$ cat src/design/crt_cfg.svh
// Constants of the processor reset and timebase block.
// Assumes a 100 MHz reference clock and an 8-bit register port.
`ifndef CRT_CFG_SVH
`define CRT_CFG_SVH
// Clock rates in Hz
`define CRT_REF_HZ 100000000
`define CRT_SYS_HZ 921600
// Power-up hold time and its cycle count
`define CRT_HOLD_MS 150
`define CRT_HOLD_CYC (`CRT_HOLD_MS * (`CRT_REF_HZ / 1000))
// Tick period in microseconds
`define CRT_TICK_US 146000
// Divider chain ratios
`define CRT_DIV_FIRST 24
`define CRT_DIV_B 2
`define CRT_DIV_C 2803
`define CRT_DIV_D 1
`define CRT_DIV_IND 4
// Register port
`define CRT_ADDR_W 2
`define CRT_REG_CTRL 2'h0
`define CRT_REG_STAT 2'h1
`define CRT_REG_TICKS 2'h2
`define CRT_CTRL_SOFT 0
`define CRT_CTRL_RAMOFF 1
`define CRT_CTRL_RST 8'h00
// Memory card address map
`define CRT_NCARDS 3
`define CRT_RAM_BASE 17'h00000
`define CRT_RAM_SIZE 17'h00800
`define CRT_ROM_BASE 17'h05800
`define CRT_ROM_SIZE 17'h03800
`endif

$ cat src/design/crt_pkg.sv
// Types shared by the reset and timebase block.
// Assumes nothing beyond a SystemVerilog compiler.
`default_nettype none
package crt_pkg;
  typedef enum logic [0:0] {
    CRT_HOLD = 1'b0,
    CRT_RUN = 1'b1
  } crt_state_t;
  // Memory card gate lines: write enable, enable, card select
  typedef struct packed {
    logic wen;
    logic en;
    logic cs;
  } crt_gate_t;
endpackage
`default_nettype wire

$ cat src/design/crt_divider.sv
// Modulo counter turning an enable stream into a slower enable pulse.
// Assumes en_i is a one-cycle pulse on the same clock.
`timescale 1ns/1ps
`default_nettype none
module crt_divider #(
  parameter int unsigned RATIO = 2
) (
  input wire logic clk_i,
  input wire logic rst_i,
  input wire logic en_i,
  output logic pulse_o
);
  localparam int unsigned W = (RATIO > 1) ? $clog2(RATIO) : 1;
  localparam logic [W-1:0] LAST = W'(RATIO - 1);
  logic [W-1:0] cnt_q;

  // Count input pulses, wrap on the last one
  always_ff @(posedge clk_i or posedge rst_i)
  begin
    if (rst_i)
      cnt_q <= '0;
    else if (en_i)
      cnt_q <= (cnt_q == LAST) ? '0 : cnt_q + 1'b1;
  end

  // Registered output costs one cycle of latency but keeps the period exact
  always_ff @(posedge clk_i or posedge rst_i)
  begin
    if (rst_i)
      pulse_o <= 1'b0;
    else
      pulse_o <= en_i && (cnt_q == LAST);
  end
endmodule
`default_nettype wire

$ cat src/design/crt_reset_timebase.sv
// Processor reset sequencer, memory card gating and timebase divider.
// Assumes pins are asynchronous and host bus signals share ref_clk_i.
// Notes on behaviour
// - While power-up reset holds, the local RAM chip enable stays inactive.
// - Processor reset is released 150 ms after power-up starts.
// - The reset push button and the low-supply input both assert processor reset.
// - A falling low-voltage detect both disables local RAM and resets the processor.
// - The first timebase stage divides the 0.9216 MHz processor clock by 24.
// - Later stages give a periodic tick of 0.146 s.
// - The tick divided by 4 drives the clock indicator, which flashes while the clock runs.
// - Static switches enable or disable the card write-enable, enable and card-select gates.
// - Address decode lets three cards coexist with 42K program memory and 6K RAM.
//
// Added by the designer: the placing of the registers and strobed register access.
`timescale 1ns/1ps
`default_nettype none
`include "crt_cfg.svh"
module crt_reset_timebase #(
  parameter int unsigned HOLD_CYCLES = `CRT_HOLD_CYC,
  parameter int unsigned DIV_B = `CRT_DIV_B,
  parameter int unsigned DIV_C = `CRT_DIV_C,
  parameter int unsigned DIV_D = `CRT_DIV_D
) (
  input wire logic ref_clk_i,
  input wire logic rst_i,
  input wire logic reset_push_n_i,
  input wire logic low_volt_n_i,
  input wire crt_pkg::crt_gate_t dil_sw_i,
  input wire crt_pkg::crt_gate_t gate_req_i,
  input wire logic ram_ce_req_i,
  input wire logic [15:0] addr_i,
  input wire logic [`CRT_ADDR_W-1:0] reg_addr_i,
  input wire logic [7:0] reg_wdata_i,
  input wire logic reg_we_i,
  input wire logic reg_re_i,
  output logic [7:0] reg_rdata_o,
  output logic host_processor_reset_o,
  output logic ram_ce_o,
  output var crt_pkg::crt_gate_t gate_o,
  output logic [`CRT_NCARDS-1:0] rom_sel_o,
  output logic [`CRT_NCARDS-1:0] ram_sel_o,
  output logic tick_o,
  output logic indicator_o
);
  localparam logic [31:0] HOLD_LAST = 32'(HOLD_CYCLES - 1);
  localparam logic [26:0] PH_STEP = 27'(`CRT_SYS_HZ);
  localparam logic [26:0] PH_WRAP = 27'(`CRT_REF_HZ - `CRT_SYS_HZ);
  localparam int unsigned NSTAGE = 5;
  localparam int unsigned RATIOS [0:NSTAGE-1] = '{`CRT_DIV_FIRST, DIV_B, DIV_C, DIV_D, `CRT_DIV_IND};

  // Synchronised pins
  logic push_n_s;
  logic low_volt_n_s;
  crt_pkg::crt_gate_t dil_s;
  logic push_s;
  logic low_s;
  logic restart;

  crt_pkg::crt_state_t state_q;
  logic [31:0] hold_cnt_q;
  logic [7:0] ctrl_q;
  logic soft_q;
  logic [7:0] ticks_q;
  logic [26:0] phase_q;
  logic sys_en_q;
  logic [NSTAGE:0] stage_en;

  // Pins idle inactive: buttons released, supply good, switches open
  crt_sync #(
    .W(5),
    .INIT(5'h18)
  ) u_sync (
    .clk_i(ref_clk_i),
    .rst_i(rst_i),
    .d_i({reset_push_n_i, low_volt_n_i, dil_sw_i}),
    .q_o({push_n_s, low_volt_n_s, dil_s})
  );

  assign push_s = !push_n_s;
  assign low_s = !low_volt_n_s;
  // Push button, low supply and soft reset funnel into one restart term; power-up uses rst_i
  assign restart = push_s || low_s || soft_q;

  // Reset sequencer; rst_i is the power-up event
  always_ff @(posedge ref_clk_i or posedge rst_i)
  begin
    if (rst_i)
    begin
      state_q <= crt_pkg::CRT_HOLD;
      hold_cnt_q <= '0;
      host_processor_reset_o <= 1'b1;
    end
    else if (restart)
    begin
      state_q <= crt_pkg::CRT_HOLD;
      hold_cnt_q <= '0;
      host_processor_reset_o <= 1'b1;
    end
    else
    begin
      case (state_q)
        crt_pkg::CRT_HOLD:
        begin
          if (hold_cnt_q == HOLD_LAST)
          begin
            state_q <= crt_pkg::CRT_RUN;
            host_processor_reset_o <= 1'b0;
          end
          else
            hold_cnt_q <= hold_cnt_q + 32'h1;
        end
        crt_pkg::CRT_RUN:
          host_processor_reset_o <= 1'b0;
        default:
        begin
          state_q <= crt_pkg::CRT_HOLD;
          hold_cnt_q <= '0;
          host_processor_reset_o <= 1'b1;
        end
      endcase
    end
  end

  // Local RAM enable: blocked during hold and the moment supply drops
  always_ff @(posedge ref_clk_i or posedge rst_i)
  begin
    if (rst_i)
      ram_ce_o <= 1'b0;
    else
      ram_ce_o <= ram_ce_req_i && (state_q == crt_pkg::CRT_RUN) && !restart
        && !ctrl_q[`CRT_CTRL_RAMOFF];
  end

  // Switch gating of card lines; a switch at 0 holds its line off
  always_ff @(posedge ref_clk_i or posedge rst_i)
  begin
    if (rst_i)
      gate_o <= '0;
    else
      gate_o <= crt_pkg::crt_gate_t'(gate_req_i & dil_s);
  end

  // Window test used for both program and RAM decode
  function automatic logic in_win(input logic [15:0] a, input logic [16:0] lo, input logic [16:0] size);
    logic [16:0] ax;
    ax = {1'b0, a};
    in_win = (ax >= lo) && (ax < lo + size);
  endfunction

  // One program window and one RAM window per card
  for (genvar k = 0; k < `CRT_NCARDS; k++)
  begin : g_card
    localparam logic [16:0] ROM_LO = 17'(`CRT_ROM_BASE + k * `CRT_ROM_SIZE);
    localparam logic [16:0] RAM_LO = 17'(`CRT_RAM_BASE + k * `CRT_RAM_SIZE);
    always_ff @(posedge ref_clk_i or posedge rst_i)
    begin
      if (rst_i)
      begin
        rom_sel_o[k] <= 1'b0;
        ram_sel_o[k] <= 1'b0;
      end
      else
      begin
        rom_sel_o[k] <= in_win(addr_i, ROM_LO, `CRT_ROM_SIZE);
        ram_sel_o[k] <= in_win(addr_i, RAM_LO, `CRT_RAM_SIZE);
      end
    end
  end

  // Processor clock as an enable; the accumulator keeps the average rate exact
  always_ff @(posedge ref_clk_i or posedge rst_i)
  begin
    if (rst_i)
    begin
      phase_q <= '0;
      sys_en_q <= 1'b0;
    end
    else if (phase_q >= PH_WRAP)
    begin
      phase_q <= phase_q - PH_WRAP;
      sys_en_q <= 1'b1;
    end
    else
    begin
      phase_q <= phase_q + PH_STEP;
      sys_en_q <= 1'b0;
    end
  end

  // Divider chain: 24, three tick stages, then 4 for the indicator
  assign stage_en[0] = sys_en_q;
  for (genvar i = 0; i < NSTAGE; i++)
  begin : g_stage
    crt_divider #(
      .RATIO(RATIOS[i])
    ) u_div (
      .clk_i(ref_clk_i),
      .rst_i(rst_i),
      .en_i(stage_en[i]),
      .pulse_o(stage_en[i+1])
    );
  end

  // Tick pulse and indicator flash
  always_ff @(posedge ref_clk_i or posedge rst_i)
  begin
    if (rst_i)
    begin
      tick_o <= 1'b0;
      indicator_o <= 1'b0;
      ticks_q <= '0;
    end
    else
    begin
      tick_o <= stage_en[4];
      if (stage_en[5])
        indicator_o <= !indicator_o;
      if (stage_en[4])
        ticks_q <= ticks_q + 8'h1;
    end
  end

  // Control register; the soft reset bit clears itself
  always_ff @(posedge ref_clk_i or posedge rst_i)
  begin
    if (rst_i)
    begin
      ctrl_q <= `CRT_CTRL_RST;
      soft_q <= 1'b0;
    end
    else
    begin
      soft_q <= reg_we_i && (reg_addr_i == `CRT_REG_CTRL) && reg_wdata_i[`CRT_CTRL_SOFT];
      if (reg_we_i && (reg_addr_i == `CRT_REG_CTRL))
        ctrl_q <= {6'h00, reg_wdata_i[`CRT_CTRL_RAMOFF], 1'b0};
    end
  end

  // Read data stands only in the cycle after the strobe
  always_ff @(posedge ref_clk_i or posedge rst_i)
  begin
    if (rst_i)
      reg_rdata_o <= '0;
    else if (reg_re_i)
    begin
      case (reg_addr_i)
        `CRT_REG_CTRL: reg_rdata_o <= ctrl_q;
        `CRT_REG_STAT: reg_rdata_o <= {4'h0, indicator_o, push_s, low_s, host_processor_reset_o};
        `CRT_REG_TICKS: reg_rdata_o <= ticks_q;
        default: reg_rdata_o <= '0;
      endcase
    end
    else
      reg_rdata_o <= '0;
  end

  // Checking helpers: enables counted between divider outputs
  logic [7:0] sys_cnt_q;
  logic [7:0] tk_cnt_q;
  always_ff @(posedge ref_clk_i or posedge rst_i)
  begin
    if (rst_i)
    begin
      sys_cnt_q <= '0;
      tk_cnt_q <= '0;
    end
    else
    begin
      if (stage_en[1])
        sys_cnt_q <= {7'h00, sys_en_q};
      else if (sys_en_q)
        sys_cnt_q <= sys_cnt_q + 8'h1;
      if (stage_en[5])
        tk_cnt_q <= {7'h00, stage_en[4]};
      else if (stage_en[4])
        tk_cnt_q <= tk_cnt_q + 8'h1;
    end
  end
endmodule
`default_nettype wire

$ cat src/design/crt_sync.sv
// Two flip-flop synchroniser for pins.
// Assumes the inputs are slow static or push button levels.
`timescale 1ns/1ps
`default_nettype none
module crt_sync #(
  parameter int unsigned W = 1,
  parameter logic [W-1:0] INIT = '0
) (
  input wire logic clk_i,
  input wire logic rst_i,
  input wire logic [W-1:0] d_i,
  output logic [W-1:0] q_o
);
  logic [W-1:0] meta_q;

  // First stage feeds only the second
  always_ff @(posedge clk_i or posedge rst_i)
  begin
    if (rst_i)
    begin
      meta_q <= INIT;
      q_o <= INIT;
    end
    else
    begin
      meta_q <= d_i;
      q_o <= meta_q;
    end
  end
endmodule
`default_nettype wire

$ cat config.mk
export PLATFORM = sky130hd
export DESIGN_NAME = crt_reset_timebase
export DESIGN_NICKNAME = d
export VERILOG_FILES = /design/src/design/crt_pkg.sv /design/src/design/crt_divider.sv /design/src/design/crt_reset_timebase.sv /design/src/design/crt_sync.sv
export VERILOG_INCLUDE_DIRS = /design/src /design/src/design
export SDC_FILE = /design/constraint.sdc
export NUM_CORES = 1
export LEC_CHECK = 0
export BUFFER_PORTS_ARGS = -buffer_cell sky130_fd_sc_hd__buf_2
export CORE_MARGIN = 2
export CORE_UTILIZATION = 59
export DETAILED_ROUTE_END_ITERATION = 8
export PLACE_DENSITY = 0.81
export REMOVE_ABC_BUFFERS = 1
export SYNTH_ARGS = -nofsm -noshare
export SYNTH_HDL_FRONTEND = slang
export SYNTH_SLANG_ARGS = --single-unit
export TNS_END_PERCENT = 30
$ cat constraint.sdc
create_clock -name ref_clk_i -period 4.95 [get_ports ref_clk_i]
set_input_delay 0.495 -clock ref_clk_i [delete_from_list [all_inputs] [get_ports ref_clk_i]]
set_output_delay 0.495 -clock ref_clk_i [all_outputs]
set_load 0.01 [all_outputs]
# Word level (Yosys, flattened, before mapping)
# Index checks and enable logic that the tools add are counted.
# word_totals
register_bits	128
inputBits	39
out_inout_bits	21
# op_classes
n_addsub	9
n_lt_le_gt_ge	11
eq_ne	9
mux	18
bitwise	3
reduce_logical	23
# op_table
cell	n
32-bit 2-to-1 mux	3
32-bit by 1-bit adder with 32-bit output (second input constant)	1
32-bit by 24-bit equality test with 1-bit output (second input constant)	1
16-bit greater-or-equal comparator (second input constant)	2
16-bit by 13-bit less-than comparator with 1-bit output (second input constant)	2
16-bit less-than comparator (second input constant)	2
27-bit by 20-bit adder with 27-bit output (second input constant)	1
27-bit greater-or-equal comparator (second input constant)	1
27-bit 2-to-1 mux	1
27-bit subtractor (second input constant)	1
8-bit one-hot mux with 3 select lines	1
16-bit by 12-bit greater-or-equal comparator with 1-bit output (second input constant)	1
16-bit by 13-bit greater-or-equal comparator with 1-bit output (second input constant)	1
16-bit by 15-bit greater-or-equal comparator with 1-bit output (second input constant)	1
16-bit by 12-bit less-than comparator with 1-bit output (second input constant)	1
1-bit logical AND	14
12-bit by 1-bit adder with 12-bit output (second input constant)	1
12-bit equality test (second input constant)	1
12-bit 2-to-1 mux	1
8-bit by 1-bit adder with 8-bit output (second input constant)	1
1-bit 2-to-1 mux	8
8-bit 2-to-1 mux	1
5-bit by 1-bit adder with 5-bit output (second input constant)	1
5-bit equality test (second input constant)	1
15 further kinds	24

# Longest topological paths before layout
# Gate-level depths: netlist of the first run.
# logic_depth
word_depth	6
ltp_mapped	8
ltp_nobuf	7

# Hierarchy
# From an unflattened synthesis of the first run, not the netlist that was laid out.
# unflattened
cells_unflattened	501
hier_area_um2	5465.2
# modules_own_cells
module	instances	cells_per_inst	area_each_um2	seq_area_each_um2
crt_reset_timebase	1	392	4037.6	2103.3
crt_divider (g_stage[2].u_div)	1	61	685.7	325.3
crt_divider (g_stage[0].u_div)	1	21	259.0	150.1
crt_sync	1	11	259.0	255.2
crt_divider (g_stage[4].u_div)	1	9	125.1	75.1
crt_divider (g_stage[1].u_div)	1	5	70.1	50.0
crt_divider (g_stage[3].u_div)	1	2	28.8	25.0

# Worst setup path before layout of the first run
# OpenSTA, ideal clock, no wires.
# synth_timing
kind	reg2reg
start	reg phase_q[13]
end	reg phase_q[25]
setup_time_ns	0.079
t_arrival_ns	1.922
setup_slack_ns	2.949
stages_incl_launch_ff	9
n_path_buf	1
period_less_slack_ns	2.001
cell_sequence	dfrtp_1 > inv_1 > ha_1 > and4bb_2 > nor3_2 > o311ai_4 > buf_6 > mux2i_1 > xor2_1
# synth_between
elab_chain_cells	2
word_cells_on_any_way	4
# synth_rtl
item	line	rtl
start, declared	crt_reset_timebase.sv:64	logic [26:0] phase_q;
start signal, assigned	crt_reset_timebase.sv:180	phase_q <= phase_q - PH_WRAP;
start signal, assigned	crt_reset_timebase.sv:185	phase_q <= phase_q + PH_STEP;
27-bit by 20-bit adder with 27-bit output, or another cell as far along	crt_reset_timebase.sv:185	
27-bit 2-to-1 mux *	crt_reset_timebase.sv:178	else if (phase_q >= PH_WRAP)
# Every way passes the cells marked *; elsewhere a longest branch is shown, timed or not.
# A chain may end at the register's enable or synchronous reset.

# Final worst setup path of the first run
# Ends and elaborated chain as after synthesis.

==> metrics.yaml, run 1 <==
final_layout:
  drive_gt1_frac: 0.177
  areaGrowthSynthToFinish_pct: 16.8
  post-route-util: 0.709
  mostFrequentLayoutCells: "114 x dfrtp_1, 53 x nand2_1, 42 x buf_2"
  diodes: 0
  final_common_cell: "dfrtp_1"
  fin_nets: 623
timing:
  finalCriticalPeriod_ns: 2.65
  hold_viol_final: 0
  slew_headroom: 0.259
  finalWorstSetupSlack_ns: 2.30
  max_freq_mhz: 377
  skew_ns: 0.0121
  tns_ns: 0
  rsz0062_at_grt: "no"
  worst-slew-pin-transition_ns: 1.11
  slew_viol_final: 0
  setup_viol: 0
  period_share: 0.535
synth:
  synth_area_leaders: "dfrtp_1 51%, xnor2_1 3.8%, nand2_1 3.5%"
  ys.flop_type: "dfrtp_1"
  synth-seq-cells: 119
  synth_top_family_by_area: "simple AND/OR/NAND/NOR gates"
  synthAdderAreaFrac: 0.0223
  synthCells: 526
  synth_top_area_frac: 0.509
  yosysWarnings: 0
  ys_types: 64
  synth_enable_flop_cells: 0
  synth-simple-area-share: 0.228
  ys_seq_area_frac: 0.532
  synth_area_leader_cell: "dfrtp_1"
  ys_async_sr_fraction: 1.00
  synth_xor_area_frac: 0.0672
  muxShareOfSynthArea: 0.0366
  syn_avg_cell_area_um2: 10.7
  synth-compound-area-share: 0.0922
  synth.cell_area_um2: 5610
global_route:
  grt_remaining_overflow: 0
  grt_max_degree: 72
  grt_use_total: 0.240
  grt_pass1_vias: 4172
  grt_first_pass_wirelength_um: 19100
  antenna_found_initial: 0
critical_path:
  cpPeakStageDelay_ns: 0.96
  crit_path_end_kind: "register"
  path_max_fanout: 23
  timing_worst_setup_path_type: "register to register"
  cp_cell_sequence: "inv_1 > ha_1 > and4bb_2 > nor3_2 > o311ai_4 > mux2i_1 > xor2_1"
  crit_required_ns: 5.39
  critPathLaunchType: "register"
  cp_top_family: "compound AO/OA/AOI/OAI gates"
  crit_path_top_delay_cell: "o311ai_4"
  crit_arrival_ns: 3.09
  cp_num_buf_inv: 1
die:
  die_width_um: 101
  start_util: 0.607
  core_area_um2: 9240
  row_count: 35
  die-height_um: 101
  ios: 60
  dieArea_um2: 10300
cts:
  cts.clk_slew.worst_paths_ns: 0.06
  cts_buffer_depth: 2
  cts_buffers: 17
  cts.sinks: 119
  cts-hold-fix-buffers: 0
  cts_tree: "built"
  cts_max_level: 4
  root_buffer: "clkbuf_8"
  clock_latency_ns: 0.53
  cts_setup_buffers: 0
  cts_resized: 0
routing:
  antenna_left: 0
  drtPass1Iterations: 5
  wl_per_cell_um: 15.7
  drc_errors: 0
  drtIter0Drc: 225
  vias: 4209
  wirelength_um: 11200
  viasPerCell: 5.88
pwr:
  peakVddDrop_v: 0.000313
  p_leak_nw: 3.04
  power_density_nw_per_um2: 361
flow_run:
  maxCapViolations: 0
placed_design:
  dp_hpwl_um: 7200
  gp_congestion: 0.862
  numPortBuffers: 42
  pre_cts_ws_ns: 2.30
min_path:
  hp-class: "input port to register"
status:
  status: "complete, no violations"
[flip-flops by register name, summed over array words and instances, names as in the netlist, 3 cells and up]
register and cells:
g_stage.u_div.cnt_q 20, g_stage.u_div.pulse_o 5, gate_o 3, hold_cnt_q 32, phase_q 19, ram_sel_o 3, reg_rdata_o 8, rom_sel_o 3
ticks_q 8, u_sync.meta_q 5, u_sync.q_o 5
[synth_stat cells, types with 3 or more instances]
library cell and n:
a21oi_1 21, a22oi_1 3, a31o_2 4, a31oi_1 3, a41o_1 3, and2_1 8
and3_1 17, and4_1 5, buf_2 5, clkbuf_1 6, dfrtp_1 114, dfstp_2 5
ha_1 10, inv_1 12, mux2_2 4, mux2i_1 16, nand2_1 53, nand2b_1 3
nand3_1 25, nand4_1 20, nor2_1 40, nor2b_1 8, nor3_1 12, nor4_1 3
o21ai_0 13, o22ai_1 3, o31ai_1 4, o41ai_1 3, or3_1 13, or3_2 3
or4_1 4, xnor2_1 24, xor2_1 19
[routing by layer]
layer,part of all wire,vias up,global-route usage
li1,-,1990,-
met1,0.43,2099,0.297
met2,0.51,101,0.402
met3,0.041,19,0.0649
met4,0.016,0,0.0988
met5,0,-,0
[layout make-up]
type | count | area, um^2
Clock buffer | 20 | 435
Multi-Input combinational cell | 381 | 2500
Tap cell | 129 | 161
Clock inverter | 12 | 199
Timing Repair Buffer | 43 | 218
Fill cell | 634 | 2690
Sequential cell | 119 | 2980
Inverter | 12 | 47.5
[stage by stage]
stage	total power [mW]	hold WS, ns	area [um^2]	std cells
after floorplan	1.04	0.331	5530	512
after global placement	1.07	0.332	5910	684
after detailed placement	1.07	0.336	5910	684
after CTS	2.38	0.0424	6550	716
after global routing	2.44	0.0410	6550	716
final	2.37	0.0601	6550	716
[cells by family (layout without fill, tap and decap cells)]
family | after synthesis | after routing
DFF | 119 | 119
AOI/OAI and AO/OA | 75 | 75
buffers and inverters | 26 | 87
and+or+nand+nor | 233 | 233
xor gates and xnor gates | 43 | 43
adders and majority gates | 10 | 10
muxes | 20 | 20
[path summary, 6_finish.rpt]
path	slack (ns)	end	cells after the start	from
min in group asynchronous	0.13	hold_cnt_q[3]	2	rst_i
max reg2reg	2.30	phase_q[25]	7	phase_q[13]
max in group asynchronous	3.69	g_stage[0].u_div.cnt_q[0]	3	rst_i
max	2.30	phase_q[25]	7	phase_q[13]
min	0.06	u_sync.meta_q[4]	1	reset_push_n_i
min reg2reg	0.35	u_sync.q_o[1]	0	u_sync.meta_q[1]
[report_power, final]
group          internal, mW  switching (mW)  total (mW)  leakage, nW
combinational        0.0185          0.0420      0.0605         1.14
sequential            0.986         0.00602       0.992         1.59
clock                 0.881           0.432        1.31        0.309
Power figures use the tool's default switching activity.
==> inputs of run 2 (changes only) <==
--- a/config.mk
+++ b/config.mk
@@ -6,11 +6,12 @@
 export SDC_FILE = /design/constraint.sdc
 export NUM_CORES = 1
 export LEC_CHECK = 0
+export ABC_AREA = 1
 export BUFFER_PORTS_ARGS = -buffer_cell sky130_fd_sc_hd__buf_2
 export CORE_MARGIN = 2
-export CORE_UTILIZATION = 59
+export CORE_UTILIZATION = 54
 export DETAILED_ROUTE_END_ITERATION = 8
-export PLACE_DENSITY = 0.81
+export PLACE_DENSITY = 0.77
 export REMOVE_ABC_BUFFERS = 1
 export SYNTH_ARGS = -nofsm -noshare
 export SYNTH_HDL_FRONTEND = slang
==> constraint.sdc (replaced) <==
create_clock -name ref_clk_i -period 2.3 [get_ports ref_clk_i]
set_input_delay 0.23 -clock ref_clk_i [delete_from_list [all_inputs] [get_ports ref_clk_i]]
set_output_delay 0.23 -clock ref_clk_i [all_outputs]
set_load 0.01 [all_outputs]
==> run 2 against run 1 <==
  * Register-to-register slack worse by 1.9 ns
  * Synthesized cell count increased by 74%
  * Worst hold slack worse by 0.031 ns
  * Maximum frequency rose by 38%
  * Sequential share of layout area decreased by 7.2 points
  * Global-route usage decreased by 1.9 points
  * Critical path type unchanged
==> metrics.yaml, run 2 <==
status:
  status: "complete, no violations"
final_layout:
  final_common_cell: "nand2_1"
  final_cell_area_um2: 7780  # +19%
  diodes: 0  # unchanged
  multi_input_area_um2: 3210  # +28%
  instances_no_fill: 1154  # +61%
  areaGrowthSynthToFinish_pct: 16.0
  n_fill_cell: 1021  # +61%
  largest_reg_flops: 32  # unchanged
  mostFrequentLayoutCells: "303 x nand2_1, 135 x nor2_1, 114 x dfrtp_1"
  fin_nets: 1022  # +64%
  largest_register: "hold_cnt_q"
  post-route-util: 0.645  # -0.0632
  register_area_um2: 2980  # unchanged
  top_regs: "hold_cnt_q x32, g_stage.u_div.cnt_q x20, phase_q x19"
  drive_gt1_frac: 0.121  # -0.0565
placed_design:
  numPortBuffers: 42  # unchanged
  dpl_cell_area_um2: 7090  # +20%
  dp_hpwl_um: 9740  # +35%
  gp_congestion: 0.944  # +9.6%
  dp.cells: 1113  # +63%
timing:
  skew_ns: 0.0107  # -0.00143 ns
  slew_headroom: 0.590  # +0.331
  finalCriticalPeriod_ns: 1.92  # -0.726 ns
  slew_viol_final: 0  # unchanged
  period_share: 0.836  # +0.301
  setup_viol: 0  # unchanged
  rsz0062_at_grt: "no"
  worst-slew-pin-transition_ns: 0.615  # -0.494 ns
  max_freq_mhz: 520  # +38%
  hold_viol_final: 0  # unchanged
synth:
  ys_async_sr_fraction: 1.00  # unchanged
  ys_types: 38  # -41%
  ys.flop_type: "dfrtp_1"
  synth_area_leader_cell: "dfrtp_1"
  syn_avg_cell_area_um2: 7.35  # -31%
  synth_top_area_frac: 0.425  # -0.0840
  synth.most_common_cell: "nand2_1"
  ys_seq_area_frac: 0.445  # -0.0878
  synth_area_leaders: "dfrtp_1 42%, nand2_1 17%, nor2_1 7.5%"
  synth-seq-cells: 119  # unchanged
  synth_enable_flop_cells: 0  # unchanged
  synth_commonest_cells: "303 x nand2_1, 135 x nor2_1, 114 x dfrtp_1"
  synth.cell_area_um2: 6710  # +20%
  synthCells: 913  # +74%
  yosysWarnings: 0  # unchanged
critical_path:
  crit_path_end_kind: "register"
  cp_top_family: "compound AO/OA/AOI/OAI gates"
  cpPeakStageDelay_ns: 0.45  # -0.51 ns
  critPathLaunchType: "register"
  cpMostUsedCell: "nand2_1"
  crit_required_ns: 2.60  # -2.79 ns
  cp_num_buf_inv: 2  # +1
  timing_worst_setup_path_type: "register to register"
  cp_cell_sequence: "inv_1 > ha_1 > nand2_1 > inv_1 > o21ai_0 > nand2_1 > xor2_1 > nand2_1 > nand2_1"
  crit_arrival_ns: 2.23  # -0.86 ns
  path_max_fanout: 4  # -83%
  crit_path_top_delay_cell: "o21ai_0"
flow_run:
  maxCapViolations: 0  # unchanged
die:
  ios: 60  # unchanged
  die-height_um: 115  # +14%
  core_area_um2: 12100  # +31%
  row_count: 40  # +14%
  start_util: 0.557  # -0.0501
  die_width_um: 115  # +14%
  dieArea_um2: 13300  # +30%
routing:
  wl_per_cell_um: 12.0  # -24%
  drc_errors: 0  # unchanged
  viasPerCell: 5.01  # -15%
  vias: 5780  # +37%
  drtIter0Drc: 466  # +110%
  antenna_left: 0  # unchanged
  wirelength_um: 13900  # +23%
  drtPass1Iterations: 7  # +2
pwr:
  peakVddDrop_v: 0.000587  # +88%
  power_density_nw_per_um2: 639  # +77%
  p_leak_nw: 3.86  # +27%
  p_total_mw: 4.98  # +110%
cts:
  cts_resized: 0  # unchanged
  cts_max_level: 4  # unchanged
  root_buffer: "clkbuf_16"
  cts.sinks: 119  # unchanged
  cts_buffer_depth: 2  # unchanged
  cts_buffers: 17  # unchanged
  cts.clk_slew.worst_paths_ns: 0.06  # about the same
  cts_tree: "built"
  cts_setup_buffers: 0  # unchanged
  clock_latency_ns: 0.41  # -0.12 ns
global_route:
  grt_use_total: 0.221  # -0.0192
  grt_remaining_overflow: 0  # unchanged
  grt_max_degree: 52  # -28%
  grt_first_pass_wirelength_um: 23400  # +22%
  grt_pass1_vias: 5192  # +24%
  antenna_found_initial: 0  # unchanged
min_path:
  hp-class: "input port to register"
[run 2: stage by stage]
step	worst slack (ns)	hold WS (ns)	TNS [ns]
2_1_floorplan	-1.08	0.234	-124.40
3_3_place_gp	0.466	0.334	0
3_5_place_dp	0.438	0.336	0
4_1_cts	0.404	0.0195	0
5_1_grt	0.225	0.0315	0
6_report	0.376	0.0291	0
[run 2: worst paths after layout]
path,slack [ns],start,to,cells after the start
hold reg to reg,0.35,g_stage[2].u_div.pulse_o,g_stage[3].u_div.pulse_o,0
setup / recovery,0.38,phase_q[8],phase_q[18],9
min in group asynchronous,0.45,rst_i,gate_o[2],3
setup reg to reg,0.38,phase_q[8],phase_q[18],9
max in group asynchronous,1.10,rst_i,host_processor_reset_o,4
hold / removal,0.03,addr_i[15],ram_sel_o[2],2
[run 2: routing by layer]
| metal | GRT usage | vias to the layer above | part of all wire |
|---|---|---|---|
| li1 | - | 2977 | - |
| met1 | 0.285 | 2649 | 0.46 |
| met4 | 0.0787 | 0 | 0.014 |
| met2 | 0.362 | 133 | 0.48 |
| met5 | 0 | - | 0 |
| met3 | 0.0575 | 21 | 0.049 |
[run 2: kinds of logic (layout without fill, tap and decap cells)]
group	count (synthesis)	count (layout)	share of synthesized area
muxes	1	1	0.00168
adders and majority gates	10	10	0.0186
and+or+nand+nor	566	566	0.359
DFF	119	119	0.445
AOI/OAI and AO/OA	59	59	0.0503
buffers and inverters	120	193	0.0766
xor gates and xnor gates	38	38	0.0496
[run 2: worst reg2reg max path, delay by kind of cell (launching register included)]
family / cells / cell delay, ns
DFF: 1 / 0.37
and+or+nand+nor: 4 / 0.41
buffers and inverters: 2 / 0.16
xor gates and xnor gates: 1 / 0.18
AOI/OAI and AO/OA: 1 / 0.45
adders and majority gates: 1 / 0.24
[run 2: repair_timing]
action | 4_1_cts | 5_1_grt
hold buffers | 9 | 0
endpoints found under the hold margin | 52 | 0
endpoints found under the setup margin | 0 | 0
[run 2: report_power, final]
group,internal (mW),switching [mW]
clock,1.76,0.939
combinational,0.0516,0.0919
sequential,2.12,0.0111
total,3.94,1.04
[run 2: final cells by class]
cell class	instances	share of cell area
Tap cell	168	0.0270
Multi-Input combinational cell	674	0.413
Clock buffer	21	0.0591
Inverter	103	0.0500
Sequential cell	119	0.383
Timing Repair Buffer	58	0.0485
Clock inverter	11	0.0191
